`src/common/upload_pkg.sv`:
```
// Operation
// - a single-shot read command sends the requested buffer once.
// - buffers hold 220 samples, RF holds 440 (220 max then 220 min).
// - each 8-bit sample has 28 added before it is sent.
// - in the read response samples go out as raw binary bytes.
// - a request for a buffer whose function is off returns an error.
// - response order is name, comma, #9, nine-digit count, samples, EOT.
// - the repeating read resends the buffer once per second.
// - a single-shot read of the same type stops the repeating uploads.
// - text packet: 40-char header line, lines of 20 samples, end line.
// - the DAC text packet holds 220 samples in 11 lines of 20.
// - the zoom command turns the magnified view on or off.
// - the zoom query answers with the zoom keyword and ON or OFF.
// - the RF text packet sends the 220 max values before the 220 min.
package upload_pkg;
	localparam int CLK_HZ = 200_000_000;
	localparam int REPEAT_PERIOD_S = 1;
	localparam int REPEAT_CYCLES = CLK_HZ * REPEAT_PERIOD_S;

	typedef logic [1:0] buf_t;
	localparam buf_t BUF_TRACE = 2'h0;
	localparam buf_t BUF_RF = 2'h1;
	localparam buf_t BUF_PEAK = 2'h2;
	localparam buf_t BUF_DAC = 2'h3;

	typedef logic [3:0] seg_t;
	localparam seg_t SEG_NAME = 4'h0;
	localparam seg_t SEG_HASH = 4'h1;
	localparam seg_t SEG_COUNT = 4'h2;
	localparam seg_t SEG_BIN = 4'h3;
	localparam seg_t SEG_EOT = 4'h4;
	localparam seg_t SEG_HEAD = 4'h5;
	localparam seg_t SEG_LINE = 4'h6;
	localparam seg_t SEG_TAIL = 4'h7;
	localparam seg_t SEG_ERR = 4'h8;
	localparam seg_t SEG_ZOOM = 4'h9;

	typedef enum logic [3:0] {
		ST_IDLE = 4'h1,
		ST_FETCH = 4'h2,
		ST_LOAD = 4'h4,
		ST_SEND = 4'h8
	} state_t;

	localparam logic [8:0] LEN_SHORT = 9'h0DC;
	localparam logic [8:0] LEN_RF = 9'h1B8;
	localparam logic [8:0] LINES_SHORT = 9'h00B;
	localparam logic [8:0] LINES_RF = 9'h016;
	localparam logic [8:0] LINE_DATA = 9'h028;
	localparam logic [8:0] LINE_LEN = 9'h02A;
	localparam logic [8:0] HEAD_LEN = 9'h02A;
	localparam logic [8:0] BEGIN_LEN = 9'h00F;
	localparam logic [8:0] TAIL_LEN = 9'h011;
	localparam logic [8:0] ERR_LEN = 9'h006;
	localparam logic [8:0] HASH_LEN = 9'h003;
	localparam logic [8:0] COUNT_LEN = 9'h009;
	localparam logic [8:0] EOT_LEN = 9'h001;
	localparam logic [8:0] ZOOM_ON_LEN = 9'h009;
	localparam logic [8:0] ZOOM_OFF_LEN = 9'h00A;
	localparam logic [8:0] LEN_TRACE_NAME = 9'h005;
	localparam logic [8:0] LEN_RF_NAME = 9'h002;
	localparam logic [8:0] LEN_PEAK_NAME = 9'h007;
	localparam logic [8:0] LEN_DAC_NAME = 9'h003;

	localparam logic [7:0] SAMPLE_OFFSET = 8'h1C;
	localparam logic [7:0] EOT_CHAR = 8'h04;
	localparam logic [7:0] CR_CHAR = 8'h0D;
	localparam logic [7:0] LF_CHAR = 8'h0A;
	localparam logic [7:0] SPACE_CHAR = 8'h20;
	localparam logic [7:0] DIGIT_BASE = 8'h30;

	localparam logic [135:0] TXT_TRACE = 136'(40'h415343414E);
	localparam logic [135:0] TXT_RF = 136'(16'h5246);
	localparam logic [135:0] TXT_PEAK = 136'(56'h5045414B4D454D);
	localparam logic [135:0] TXT_DAC = 136'(24'h444143);
	localparam logic [135:0] TXT_HASH = 136'(",#9");
	localparam logic [135:0] TXT_CNT_SHORT = 136'("000000220");
	localparam logic [135:0] TXT_CNT_RF = 136'("000000440");
	localparam logic [135:0] TXT_BEGIN = 136'("_Waveform_BEGIN");
	localparam logic [135:0] TXT_TAIL = 136'({"OK_Waveform_END", CR_CHAR,
		LF_CHAR});
	localparam logic [135:0] TXT_ERR = 136'({"ERROR", EOT_CHAR});
	localparam logic [135:0] TXT_ZOOM_ON = 136'({"ZOOM ON", CR_CHAR,
		LF_CHAR});
	localparam logic [135:0] TXT_ZOOM_OFF = 136'({"ZOOM OFF", CR_CHAR,
		LF_CHAR});
endpackage

```
`src/rtl/waveform_upload_responder.sv`:
```
`timescale 1ns/1ps
module waveform_upload_responder import upload_pkg::*; #(
	parameter int REPEAT_TICKS = REPEAT_CYCLES
) (
	input wire logic clk_sys,
	input wire logic nrst,
	input wire logic readCmd,
	input wire logic readRepeatCmd,
	input wire buf_t readType,
	input wire logic textFrame,
	input wire logic zoomCmd,
	input wire logic zoomArg,
	input wire logic zoomQuery,
	input wire logic rfOn,
	input wire logic peakHoldOn,
	input wire logic dacOn,
	input wire logic [7:0] sampleData,
	input wire logic txReady,
	output buf_t sampleBuf,
	output logic [8:0] sampleAddr,
	output logic [7:0] txData,
	output logic txValid,
	output logic busy,
	output logic repeatOn,
	output logic zoomOn
);
	function automatic logic [7:0] pick(input logic [135:0] v,
		input logic [8:0] len, input logic [8:0] i);
		pick = v[8 * (len - 9'h001 - i) +: 8];
	endfunction

	function automatic logic bufActive(input buf_t b, input logic rf,
		input logic pk, input logic dc);
		case (b)
			BUF_RF: bufActive = rf;
			BUF_PEAK: bufActive = pk;
			BUF_DAC: bufActive = dc;
			default: bufActive = 1'b1;
		endcase
	endfunction

	state_t state_q;
	seg_t seg_q;
	logic [8:0] idx_q, line_q, sampleIdx_q;
	buf_t jobBuf_q, repeatBuf_q;
	logic jobText_q, repeatText_q, pendTick_q, tick;

	// start arbitration: zoom query, then host read, then periodic resend
	wire isIdle = state_q == ST_IDLE;
	wire anyRead = readCmd || readRepeatCmd;
	wire startZoom = isIdle && zoomQuery;
	wire startRead = isIdle && !zoomQuery && anyRead;
	wire startRepeat = isIdle && !zoomQuery && !anyRead && pendTick_q &&
		repeatOn;
	wire start = startZoom || startRead || startRepeat;
	wire buf_t startBuf = startRead ? readType : repeatBuf_q;
	wire startText = startRead ? textFrame : repeatText_q;
	wire startOk = bufActive(startBuf, rfOn, peakHoldOn, dacOn);
	wire seg_t startSeg = startZoom ? SEG_ZOOM :
		(startOk ? SEG_NAME : SEG_ERR);
	wire cancel = readCmd && repeatOn && readType == repeatBuf_q;

	// per-job framing values
	wire isRf = jobBuf_q == BUF_RF;
	wire [8:0] nLen = isRf ? LEN_RF : LEN_SHORT;
	wire [8:0] nLines = isRf ? LINES_RF : LINES_SHORT;
	wire [135:0] cntText = isRf ? TXT_CNT_RF : TXT_CNT_SHORT;
	logic [135:0] nameText;
	logic [8:0] nameLen, segLen;
	always_comb begin
		case (jobBuf_q)
			BUF_RF: begin
				nameText = TXT_RF;
				nameLen = LEN_RF_NAME;
			end
			BUF_PEAK: begin
				nameText = TXT_PEAK;
				nameLen = LEN_PEAK_NAME;
			end
			BUF_DAC: begin
				nameText = TXT_DAC;
				nameLen = LEN_DAC_NAME;
			end
			default: begin
				nameText = TXT_TRACE;
				nameLen = LEN_TRACE_NAME;
			end
		endcase
	end

	always_comb begin
		case (seg_q)
			SEG_NAME: segLen = nameLen;
			SEG_HASH: segLen = HASH_LEN;
			SEG_COUNT: segLen = COUNT_LEN;
			SEG_BIN: segLen = nLen;
			SEG_HEAD: segLen = HEAD_LEN - nameLen;
			SEG_LINE: segLen = LINE_LEN;
			SEG_TAIL: segLen = TAIL_LEN;
			SEG_ERR: segLen = ERR_LEN;
			SEG_ZOOM: segLen = zoomOn ? ZOOM_ON_LEN : ZOOM_OFF_LEN;
			default: segLen = EOT_LEN;
		endcase
	end

	// byte generation; samples are offset, then raw or split in two digits
	wire [7:0] sent = sampleData + SAMPLE_OFFSET;
	wire [3:0] nib = idx_q[0] ? sent[3:0] : sent[7:4];
	wire [7:0] nibChar = DIGIT_BASE + {4'h0, nib};
	wire inData = idx_q < LINE_DATA;
	logic [7:0] curByte;
	always_comb begin
		case (seg_q)
			SEG_NAME: curByte = pick(nameText, nameLen, idx_q);
			SEG_HASH: curByte = pick(TXT_HASH, HASH_LEN, idx_q);
			SEG_COUNT: curByte = pick(cntText, COUNT_LEN, idx_q);
			SEG_BIN: curByte = sent;
			SEG_HEAD: begin
				if (idx_q < BEGIN_LEN)
					curByte = pick(TXT_BEGIN, BEGIN_LEN, idx_q);
				else if (idx_q == segLen - 9'h002)
					curByte = CR_CHAR;
				else if (idx_q == segLen - 9'h001)
					curByte = LF_CHAR;
				else
					curByte = SPACE_CHAR;
			end
			SEG_LINE: curByte = inData ? nibChar :
				(idx_q == LINE_DATA ? CR_CHAR : LF_CHAR);
			SEG_TAIL: curByte = pick(TXT_TAIL, TAIL_LEN, idx_q);
			SEG_ERR: curByte = pick(TXT_ERR, ERR_LEN, idx_q);
			SEG_ZOOM: curByte = zoomOn ?
				pick(TXT_ZOOM_ON, ZOOM_ON_LEN, idx_q) :
				pick(TXT_ZOOM_OFF, ZOOM_OFF_LEN, idx_q);
			default: curByte = EOT_CHAR;
		endcase
	end

	// segment sequencing
	wire accept = state_q == ST_SEND && txReady;
	wire segEnd = idx_q == segLen - 9'h001;
	wire lastLine = line_q == nLines - 9'h001;
	wire step = seg_q == SEG_BIN ||
		(seg_q == SEG_LINE && inData && idx_q[0]);
	logic [3:0] nextSeg;
	logic jobDone;
	always_comb begin
		jobDone = 1'b0;
		case (seg_q)
			SEG_NAME: nextSeg = jobText_q ? SEG_HEAD : SEG_HASH;
			SEG_HASH: nextSeg = SEG_COUNT;
			SEG_COUNT: nextSeg = SEG_BIN;
			SEG_BIN: nextSeg = SEG_EOT;
			SEG_HEAD: nextSeg = SEG_LINE;
			SEG_LINE: nextSeg = lastLine ? SEG_TAIL : SEG_LINE;
			default: begin
				nextSeg = SEG_EOT;
				jobDone = 1'b1;
			end
		endcase
	end

	always_ff @(posedge clk_sys or negedge nrst) begin
		if (!nrst) begin
			state_q <= ST_IDLE;
			busy <= 1'b0;
			txValid <= 1'b0;
			txData <= 8'h00;
		end else begin
			case (state_q)
				ST_IDLE: if (start) begin
					state_q <= ST_FETCH;
					busy <= 1'b1;
				end
				ST_FETCH: state_q <= ST_LOAD;
				ST_LOAD: begin
					state_q <= ST_SEND;
					txData <= curByte;
					txValid <= 1'b1;
				end
				ST_SEND: if (txReady) begin
					txValid <= 1'b0;
					state_q <= (segEnd && jobDone) ? ST_IDLE : ST_FETCH;
					busy <= !(segEnd && jobDone);
				end
				default: state_q <= ST_IDLE;
			endcase
		end
	end

	always_ff @(posedge clk_sys or negedge nrst) begin
		if (!nrst) begin
			seg_q <= SEG_NAME;
			idx_q <= 9'h000;
			line_q <= 9'h000;
			sampleIdx_q <= 9'h000;
			jobBuf_q <= BUF_TRACE;
			jobText_q <= 1'b0;
		end else if (start) begin
			seg_q <= startSeg;
			idx_q <= 9'h000;
			line_q <= 9'h000;
			sampleIdx_q <= 9'h000;
			jobBuf_q <= startBuf;
			jobText_q <= startText;
		end else if (accept) begin
			sampleIdx_q <= sampleIdx_q + {8'h00, step};
			idx_q <= segEnd ? 9'h000 : idx_q + 9'h001;
			if (segEnd) begin
				seg_q <= nextSeg;
				line_q <= seg_q == SEG_LINE ? line_q + 9'h001 : 9'h000;
			end
		end
	end

	// max values sit at 0..219 and min values at 220..439 of the RF store
	always_ff @(posedge clk_sys or negedge nrst) begin
		if (!nrst) begin
			sampleAddr <= 9'h000;
			sampleBuf <= BUF_TRACE;
		end else if (state_q == ST_FETCH) begin
			sampleAddr <= sampleIdx_q;
			sampleBuf <= jobBuf_q;
		end
	end

	pulse_divider #(
		.PERIOD(REPEAT_TICKS)
	) secondTick (
		.clk_sys(clk_sys),
		.nrst(nrst),
		.clear(readRepeatCmd),
		.tick(tick)
	);

	always_ff @(posedge clk_sys or negedge nrst) begin
		if (!nrst) begin
			repeatOn <= 1'b0;
			repeatBuf_q <= BUF_TRACE;
			repeatText_q <= 1'b0;
			pendTick_q <= 1'b0;
			zoomOn <= 1'b0;
		end else begin
			if (readRepeatCmd) begin
				repeatOn <= 1'b1;
				repeatBuf_q <= readType;
				repeatText_q <= textFrame;
			end else if (cancel) begin
				repeatOn <= 1'b0;
			end
			if (tick && repeatOn)
				pendTick_q <= 1'b1;
			else if (startRepeat || !repeatOn)
				pendTick_q <= 1'b0;
			if (zoomCmd)
				zoomOn <= zoomArg;
		end
	end

	offset_add_a: assert property (@(posedge clk_sys) disable iff (!nrst)
		(state_q == ST_LOAD && seg_q == SEG_BIN) |=>
		txData == 8'($past(sampleData) + SAMPLE_OFFSET))
		else $error("sample byte not offset by 28");
	error_path_a: assert property (@(posedge clk_sys) disable iff (!nrst)
		(startRead && !startOk) |=> seg_q == SEG_ERR && state_q == ST_FETCH)
		else $error("inactive buffer did not give an error");
	error_clean_a: assert property (@(posedge clk_sys) disable iff (!nrst)
		(seg_q == SEG_ERR && accept && segEnd) |=> state_q == ST_IDLE)
		else $error("error answer went on past its end");
	frame_order_a: assert property (@(posedge clk_sys) disable iff (!nrst)
		(accept && segEnd && seg_q == SEG_NAME && !jobText_q) |=>
		seg_q == SEG_HASH ##3 txData == ",")
		else $error("comma does not follow name");
	sample_count_a: assert property (@(posedge clk_sys) disable iff (!nrst)
		(accept && segEnd && seg_q == SEG_BIN) |=>
		sampleIdx_q == nLen && seg_q == SEG_EOT)
		else $error("wrong number of samples sent");
	line_end_a: assert property (@(posedge clk_sys) disable iff (!nrst)
		(state_q == ST_LOAD && seg_q == SEG_LINE && idx_q == LINE_DATA) |=>
		txData == CR_CHAR && txValid)
		else $error("data line not closed by CR after 40 chars");
	zoom_set_a: assert property (@(posedge clk_sys) disable iff (!nrst)
		zoomCmd |=> zoomOn == $past(zoomArg))
		else $error("zoom state not taken");
	zoom_reply_a: assert property (@(posedge clk_sys) disable iff (!nrst)
		startZoom |=> seg_q == SEG_ZOOM ##2 txData == "Z")
		else $error("zoom query not answered");
	repeat_stop_a: assert property (@(posedge clk_sys) disable iff (!nrst)
		(cancel && !readRepeatCmd) |=>
		!repeatOn ##1 (!repeatOn || $past(readRepeatCmd)))
		else $error("repeat not cancelled");
	repeat_arm_a: assert property (@(posedge clk_sys) disable iff (!nrst)
		(tick && repeatOn && !cancel && !readRepeatCmd) |=> pendTick_q)
		else $error("second tick lost");
endmodule

```
`src/rtl/pulse_divider.sv`:
```
`timescale 1ns/1ps
module pulse_divider #(
	parameter int PERIOD = 2
) (
	input wire logic clk_sys,
	input wire logic nrst,
	input wire logic clear,
	output logic tick
);
	localparam int W = $clog2(PERIOD);
	localparam logic [W-1:0] LAST = W'(PERIOD - 1);
	logic [W-1:0] count_q;
	wire atLast = count_q == LAST;

	always_ff @(posedge clk_sys or negedge nrst) begin
		if (!nrst) begin
			count_q <= '0;
			tick <= 1'b0;
		end else begin
			count_q <= (clear || atLast) ? '0 : count_q + 1'b1;
			tick <= atLast && !clear;
		end
	end
endmodule

```
`config.mk`:
```
export PLATFORM = sky130hd
export DESIGN_NAME = waveform_upload_responder
export DESIGN_NICKNAME = d
export VERILOG_FILES = /design/src/common/upload_pkg.sv /design/src/rtl/waveform_upload_responder.sv /design/src/rtl/pulse_divider.sv
export SDC_FILE = /design/constraint.sdc
export NUM_CORES = 1
export LEC_CHECK = 0
export ABC_CLOCK_PERIOD_IN_PS = 5700
export BUFFER_PORTS_ARGS = -buffer_cell sky130_fd_sc_hd__buf_2
export CORE_MARGIN = 4
export CORE_UTILIZATION = 54
export DETAILED_ROUTE_END_ITERATION = 7
export HOLD_SLACK_MARGIN = 0.1
export PLACE_DENSITY = 0.72
export SETUP_SLACK_MARGIN = 0.5
export SYNTH_ARGS = -nofsm -noshare
export SYNTH_HDL_FRONTEND = slang
export SYNTH_SLANG_ARGS = --single-unit
```
`constraint.sdc`:
```
create_clock -name clk_sys -period 5.7 [get_ports clk_sys]
set_input_delay 0.57 -clock clk_sys [delete_from_list [all_inputs] [get_ports clk_sys]]
set_output_delay 0.57 -clock clk_sys [all_outputs]
set_load 0.02 [all_outputs]
```
**Yosys cells after proc, flatten, opt, wreduce, memory -nomap -nowiden**

Cells that the tools add are included.

- Latch bits: 0
- Logic and storage cells: 160
- Memory bits (writable): 0
- Output and inout bits: 23
- Memories: 0
- Flip-flop bits (word level): 94
- ROM bits: 0

- Bitwise logic cells: 0
- Shifts and indexed selects: 8
- Reduce and logical (&&, ||, !) cells: 37
- Divide/modulo/power cells: 0
- Order comparisons: 2
- Mux-type cells: 50
- Multiply operators: 0
- Equal/unequal tests: 26
- Add/sub/neg operators: 18

Operators by type and width:

| cell | count |
|---|---|
| 136-bit by 33-bit variable part select with 8-bit output, first input constant | 6 |
| 136-bit by 33-bit variable part select with 8-bit output | 2 |
| 55-bit one-hot mux with 3 select lines | 1 |
| 9-bit two-way mux | 10 |
| 9-bit one-hot mux with 9 select lines | 1 |
| 8-bit one-hot mux with 9 select lines | 1 |
| 4-bit two-way mux | 8 |
| 4-bit by 9-bit subtractor with 10-bit output, first input constant | 3 |
| 28-bit by 1-bit adder with 28-bit output, second input constant | 1 |
| 28-bit equality test, second input constant | 1 |
| 28-bit two-way mux | 1 |
| 9-bit equality test | 3 |
| 19-bit two-way mux | 1 |
| 9-bit by 1-bit adder with 9-bit output, second input constant | 2 |
| 4-bit by 3-bit equality test with 1-bit output, second input constant | 4 |
| 8-bit two-way mux | 2 |
| 4-bit one-hot mux with 4 select lines | 1 |
| 3-bit one-hot mux with 5 select lines | 1 |
| 1-bit logical AND | 14 |
| 4-bit by 2-bit equality test with 1-bit output, second input constant | 3 |
| 4-bit equality test, second input constant | 3 |
| 6-bit two-way mux | 2 |
| 2-bit nonzero test | 6 |
| 4-bit by 10-bit subtractor with 11-bit output | 1 |
| 34 further kinds | 63 |

**Logic depth before layout (Yosys ltp)**

- Word-level depth: 10
- Mapped depth: 18
- Gate-level depth less buffers: 15

**Cells and area by module**

Synthesis repeated with hierarchy kept, for this count alone.

- Cells, all modules: 995
- Area, all modules: 7998.9 sq um

Modules (own cells, without submodules):

| module | times used | area an instance (sq um) | seq. area each (sq um) | cells an instance |
|---|---|---|---|---|
| waveform_upload_responder | 1 | 6387.4 | 1627.8 | 819 |
| pulse_divider | 1 | 1611.5 | 725.7 | 176 |

**Least setup slack after synthesis**

Ideal clock, no wire load.

- Path type: flip-flop to flip-flop
- Start point: register jobBuf_q[1]
- End point: register line_q[7]
- Buffers on the path: 2
- Cell stages (with the launch flop): 16
- Arrival: 3.847 ns
- Library setup time: 0.078 ns
- Required time: 5.622 ns
- Path slack: 1.774 ns
- Cells stage by stage: dfrtp_1 inv_1 ha_1 clkbuf_1 nor2b_1 o21ai_0 a211oi_1 ha_1 nand3_1 or3_1 a2111o_1 a2111oi_4 nand2_2 buf_2 or4_1 a21oi_1

- Cells in the longest elaborated chain, start to end: 8

RTL lines:

| element | RTL line | RTL |
|---|---|---|
| start, declared | waveform_upload_responder.sv:45 | `buf_t jobBuf_q, repeatBuf_q;` |
| start signal, assigned | waveform_upload_responder.sv:204 | `jobBuf_q <= startBuf;` |
| 2-bit equality test / 2-bit by 1-bit equality test with 1-bit output (equally long branches) | waveform_upload_responder.sv:71, waveform_upload_responder.sv:64 |  |
| 3-bit one-hot mux with 3 select lines | waveform_upload_responder.sv:71 | `case (jobBuf_q)` |
| 6-bit by 9-bit subtractor with 9-bit output | waveform_upload_responder.sv:97 | `SEG_HEAD: segLen = HEAD_LEN - nameLen;` |
| 9-bit one-hot mux with 9 select lines * | waveform_upload_responder.sv:92 | `case (seg_q)` |
| 9-bit by 1-bit subtractor with 9-bit output * | waveform_upload_responder.sv:141 | `wire segEnd = idx_q == segLen - 9'h001;` |
| 9-bit equality test * | waveform_upload_responder.sv:141 |  |
| 2-bit nonzero test (no source line) * | -- |  |
| 2-bit AND reduction (no source line) * | -- |  |
| end signal, assigned | waveform_upload_responder.sv:211 | `line_q <= seg_q == SEG_LINE ? line_q + 9'h001 : 9'h000;` |
| end, declared | waveform_upload_responder.sv:44 | `logic [8:0] idx_q, line_q, sampleIdx_q;` |

Every way passes the cells marked *; elsewhere a longest branch is shown, timed or not.
A chain may end at the register's enable or synchronous reset.

**Worst setup path in the final report**

- Start point: register seg_q[2]
- End point: register line_q[8]

- Cells in the longest elaborated chain, start to end: 6

RTL lines:

| element | RTL line | RTL |
|---|---|---|
| start, declared | waveform_upload_responder.sv:43 | `seg_t seg_q;` |
| start signal, assigned | waveform_upload_responder.sv:200 | `seg_q <= startSeg;` |
| start signal, assigned | waveform_upload_responder.sv:210 | `seg_q <= nextSeg;` |
| 4-bit equality test, or another cell as far along | waveform_upload_responder.sv:92 |  |
| 9-bit one-hot mux with 9 select lines | waveform_upload_responder.sv:92 |  |
| 9-bit by 1-bit subtractor with 9-bit output | waveform_upload_responder.sv:141 |  |
| 9-bit equality test | waveform_upload_responder.sv:141 |  |
| 2-bit nonzero test (no source line) | -- |  |
| 2-bit AND reduction (no source line) | -- |  |

Several ways; a longest one is shown, not always the timed one. The select of a mux whose other input is x is not followed.

==> flow_metrics.env <==
export IMPL_die_h_um=126
export IMPL_number_of_distinct_standard_cells_referenced_by_the_synthesized_netlist=80
export IMPL_cts_reportedPaths_clkPinSlew_ps=70
export IMPL_final_cell_mix="sky130_fd_sc_hd__nor2_1 (98), sky130_fd_sc_hd__dfrtp_1 (93), sky130_fd_sc_hd__nand2_1 (80)"
export IMPL_avg_vias_per_cell=6.41
export IMPL_placed_cell_area_um2=7790
export IMPL_setup_worst_path_end_class="register"
export IMPL_totalWireLength_um=21400
export IMPL_setup_worst_path_class="reg -> reg"
export IMPL_clock_tree_root_cell="sky130_fd_sc_hd__clkbuf_16"
export IMPL_antenna_found_initial=0
export IMPL_stdcell_area_um2=8110
export IMPL_layout_drive_gt1_share_pct=11.5
export IMPL_fmax_mhz=209
export IMPL_final_hold_worst_slack_ps=225
export IMPL_global_route_usage_met1_pct=40.6
export IMPL_syn_instance_count=924
export IMPL_power_static_leakage_nw=3.43
export IMPL_power_per_cell_area_nw_per_um2=348
export IMPL_per_instance_average_area_after_synthesis_um2=8.07
export IMPL_cts_htree_levels=3
export IMPL_final_setup_skew_ps=14.9
export IMPL_dieArea_um2=15800
export IMPL_setup_tns_final_ps=0
export IMPL_post_drt_wl_per_cell_um=19.1
export IMPL_clockBufferDepth=2
export IMPL_critPathArrivalTime_ps=5050
export IMPL_tritoncts_num_sinks=94
export IMPL_grt_pass1_vias=6685
export IMPL_synth_seq_area_share_pct=31.5
export IMPL_ios=45
export IMPL_yosys_warnings=0
export IMPL_count_of_buffers_from_port_buffering=44
export IMPL_overflow=0
export IMPL_internal_power_mw=1.60
export IMPL_min_path_type="in -> async"
export IMPL_clock_latency_ps=350
export IMPL_die_outline_width_um=126
export IMPL_timing_final_max_slew_violations=0
export IMPL_post_cts_setup_buffers=0
export IMPL_start_kind="register"
export IMPL_layout_min_cycle_time_ps=4780
export IMPL_vdd_ir_drop_max_v=0.000299
export IMPL_most_crowded_layer_gr="met1"
export IMPL_filler_cell_count=1217
export IMPL_num_vias=7150
export IMPL_grt_use_met3_pct=6.10
export IMPL_cts_buffers=9
export IMPL_worst_endpoint_required_ps=5970
export IMPL_timing_hold_violations_final=0
export IMPL_grtUsageMet2_pct=39.5
export IMPL_route_detailed_drc=0
export IMPL_unrepaired_setup_endpoints_after_global_routing="false"
export IMPL_ys_async_sr_fraction_pct=100
export IMPL_run_status="completed"
export IMPL_crit_fanout=26
export IMPL_postRouteAntennaNets=0
export IMPL_tritoncts="yes"
export IMPL_combinational_cell_fraction_of_total_power_pct=48.3
export IMPL_synth_ff_latch_count=94
export IMPL_nNetsFinal=985
export IMPL_place_congestion=1.01
export IMPL_p_sw_share_pct=43.1
export IMPL_synthesis_area_um2=7460
export IMPL_cts_hold_buffers_added=0
export IMPL_groute_usage_overall_pct=27.1
export IMPL_timing_worst_slew_pin_value_ps=1280
export IMPL_final_setup_viols=0
export IMPL_drt_iter0_drc=892
export IMPL_layout_area_overhead_vs_synth_pct=8.74
export IMPL_finalCritPeriodShare_pct=83.9
export IMPL_grt_max_degree=50
export IMPL_synth_edf_count=0
export IMPL_layout_cells_most_common="sky130_fd_sc_hd__nor2_1"
export IMPL_synthDominantAreaCellType="sky130_fd_sc_hd__dfrtp_1"
export IMPL_detailed_place_hpwl_um=15300
export IMPL_ctsResizeCount=0
export IMPL_coreArea_um2=13400
export IMPL_ys_dominant_reg_cell="sky130_fd_sc_hd__dfrtp_1"
export IMPL_multi_input_comb_area_um2=4780
export IMPL_pwr_share_seq_pct=28.8
export IMPL_placementRows=42
export IMPL_initial_utilization_pct=55.7
export IMPL_yosys_top_cells_area="sky130_fd_sc_hd__dfrtp_1 (31%), sky130_fd_sc_hd__nor2_1 (4.9%), sky130_fd_sc_hd__ha_1 (4.5%), sky130_fd_sc_hd__a21oi_1 (4.4%), sky130_fd_sc_hd__o21ai_0 (4.4%)"
export IMPL_first_pass_grt_wire_length_um=35000
export IMPL_post_synth_top_area_fraction_pct=31.2
export IMPL_drt_pass1_iter_count=6
export IMPL_power_net_switching_mw=1.22
export IMPL_share_clk_of_total_power_pct=22.9
export IMPL_n_antenna_cell=0
export IMPL_final_seq_area_um2=2350
export IMPL_slew_limit_headroom_pct=14.2
export IMPL_drv_max_cap_violation_count=0
==> power by group through the flow <==
stage          registers [mW]  clock network (mW)  logic, mW
5_1_grt                 0.826               0.691       1.48
2_1_floorplan           0.827                   0      0.957
3_5_place_dp            0.825                   0       1.32
4_1_cts                 0.812               0.661       1.33
6_report                0.813               0.646       1.36
3_3_place_gp            0.822                   0       1.32
==> stage by stage <==
step                total power, mW  cells  worst slack [ps]  util [%]
floorplan                      1.78    926              1770         -
global placement               2.14   1100              1160      58.2
detailed placement             2.15   1100              1060      58.2
CTS                            2.81   1116              1060      60.5
global route                   3.00   1116               674      60.5
finish                         2.82   1116               920      60.5
==> cell type report <==
class / count / area share (%)
Timing Repair Buffer: 57 / 3.95
Sequential cell: 94 / 29.0
Inverter: 33 / 1.53
Tap cell: 176 / 2.71
Clock buffer: 10 / 2.95
Multi-Input combinational cell: 740 / 58.9
Clock inverter: 6 / 0.956
==> cells in the mapped netlist, types with 9 or more instances <==
master / n
sky130_fd_sc_hd__a211oi_1: 15
sky130_fd_sc_hd__a21o_1: 10
sky130_fd_sc_hd__a21oi_1: 65
sky130_fd_sc_hd__a31oi_1: 13
sky130_fd_sc_hd__and3_1: 14
sky130_fd_sc_hd__clkbuf_1: 44
sky130_fd_sc_hd__dfrtp_1: 93
sky130_fd_sc_hd__ha_1: 27
sky130_fd_sc_hd__inv_1: 30
sky130_fd_sc_hd__mux2_2: 16
sky130_fd_sc_hd__mux2i_1: 10
sky130_fd_sc_hd__nand2_1: 80
sky130_fd_sc_hd__nand2b_1: 12
sky130_fd_sc_hd__nand3_1: 36
sky130_fd_sc_hd__nand3b_1: 9
sky130_fd_sc_hd__nand4_1: 17
sky130_fd_sc_hd__nor2_1: 98
sky130_fd_sc_hd__nor3_1: 21
sky130_fd_sc_hd__nor4_1: 10
sky130_fd_sc_hd__nor4b_1: 10
sky130_fd_sc_hd__o21ai_0: 65
sky130_fd_sc_hd__or3_1: 11
sky130_fd_sc_hd__xnor2_1: 35
sky130_fd_sc_hd__xor2_1: 30
==> state kept, by name, summed over array words and instances, names as in the netlist, 2 cells and up <==
register and cells:
secondTick.count_q 28, sampleBuf 2, repeatBuf_q 2, line_q 9, state_q 4, sampleAddr 9
seg_q 4, jobBuf_q 2, sampleIdx_q 9, txData 8, idx_q 9
==> metal layers <==
metal	wire [um]	vias up
met5	0	-
met4	429	0
met3	1780	42
met2	9190	319
met1	9960	3398
li1	-	3391
==> logic make-up (layout without fill, tap and decap cells) <==
group           after synthesis  in the layout  share of synthesized area, %
fa+ha+maj                    28             28                          4.80
simple gates                362            362                          24.8
buf+inv                      92            106                          4.75
compound gates              255            255                          22.3
mux                          26             26                          3.76
xor+xnor                     66             66                          7.93
flops                        94             94                          31.5
other cells                   1              3                        0.0503
==> final timing paths <==
| path | slack [ps] | start | endpoint | depth (start not counted) |
|---|---|---|---|---|
| min reg2reg | 490 | txData[7] | txData[7] | 2 |
| max | 920 | seg_q[2] | line_q[8] | 13 |
| max in group asynchronous | 4420 | nrst | idx_q[8] | 2 |
| min in group clk_sys | 460 | zoomArg | zoomOn | 2 |
| max reg2reg | 920 | seg_q[2] | line_q[8] | 13 |
| min | 220 | nrst | secondTick.count_q[2] | 1 |
==> worst max-delay path, stage by stage (launching register included) <==
cell and delay, ps:
sky130_fd_sc_hd__dfrtp_1 830, sky130_fd_sc_hd__nand2b_1 250, sky130_fd_sc_hd__nor2_1 670, sky130_fd_sc_hd__a211oi_1 270, sky130_fd_sc_hd__ha_1 360, sky130_fd_sc_hd__nand3b_1 130
sky130_fd_sc_hd__nand3_1 90, sky130_fd_sc_hd__o31ai_1 310, sky130_fd_sc_hd__o2111ai_1 220, sky130_fd_sc_hd__a2111oi_4 320, sky130_fd_sc_hd__buf_4 270, sky130_fd_sc_hd__nand2_2 250
sky130_fd_sc_hd__or4_1 560, sky130_fd_sc_hd__a21oi_1 170
(Power assumes the default switching activity.)
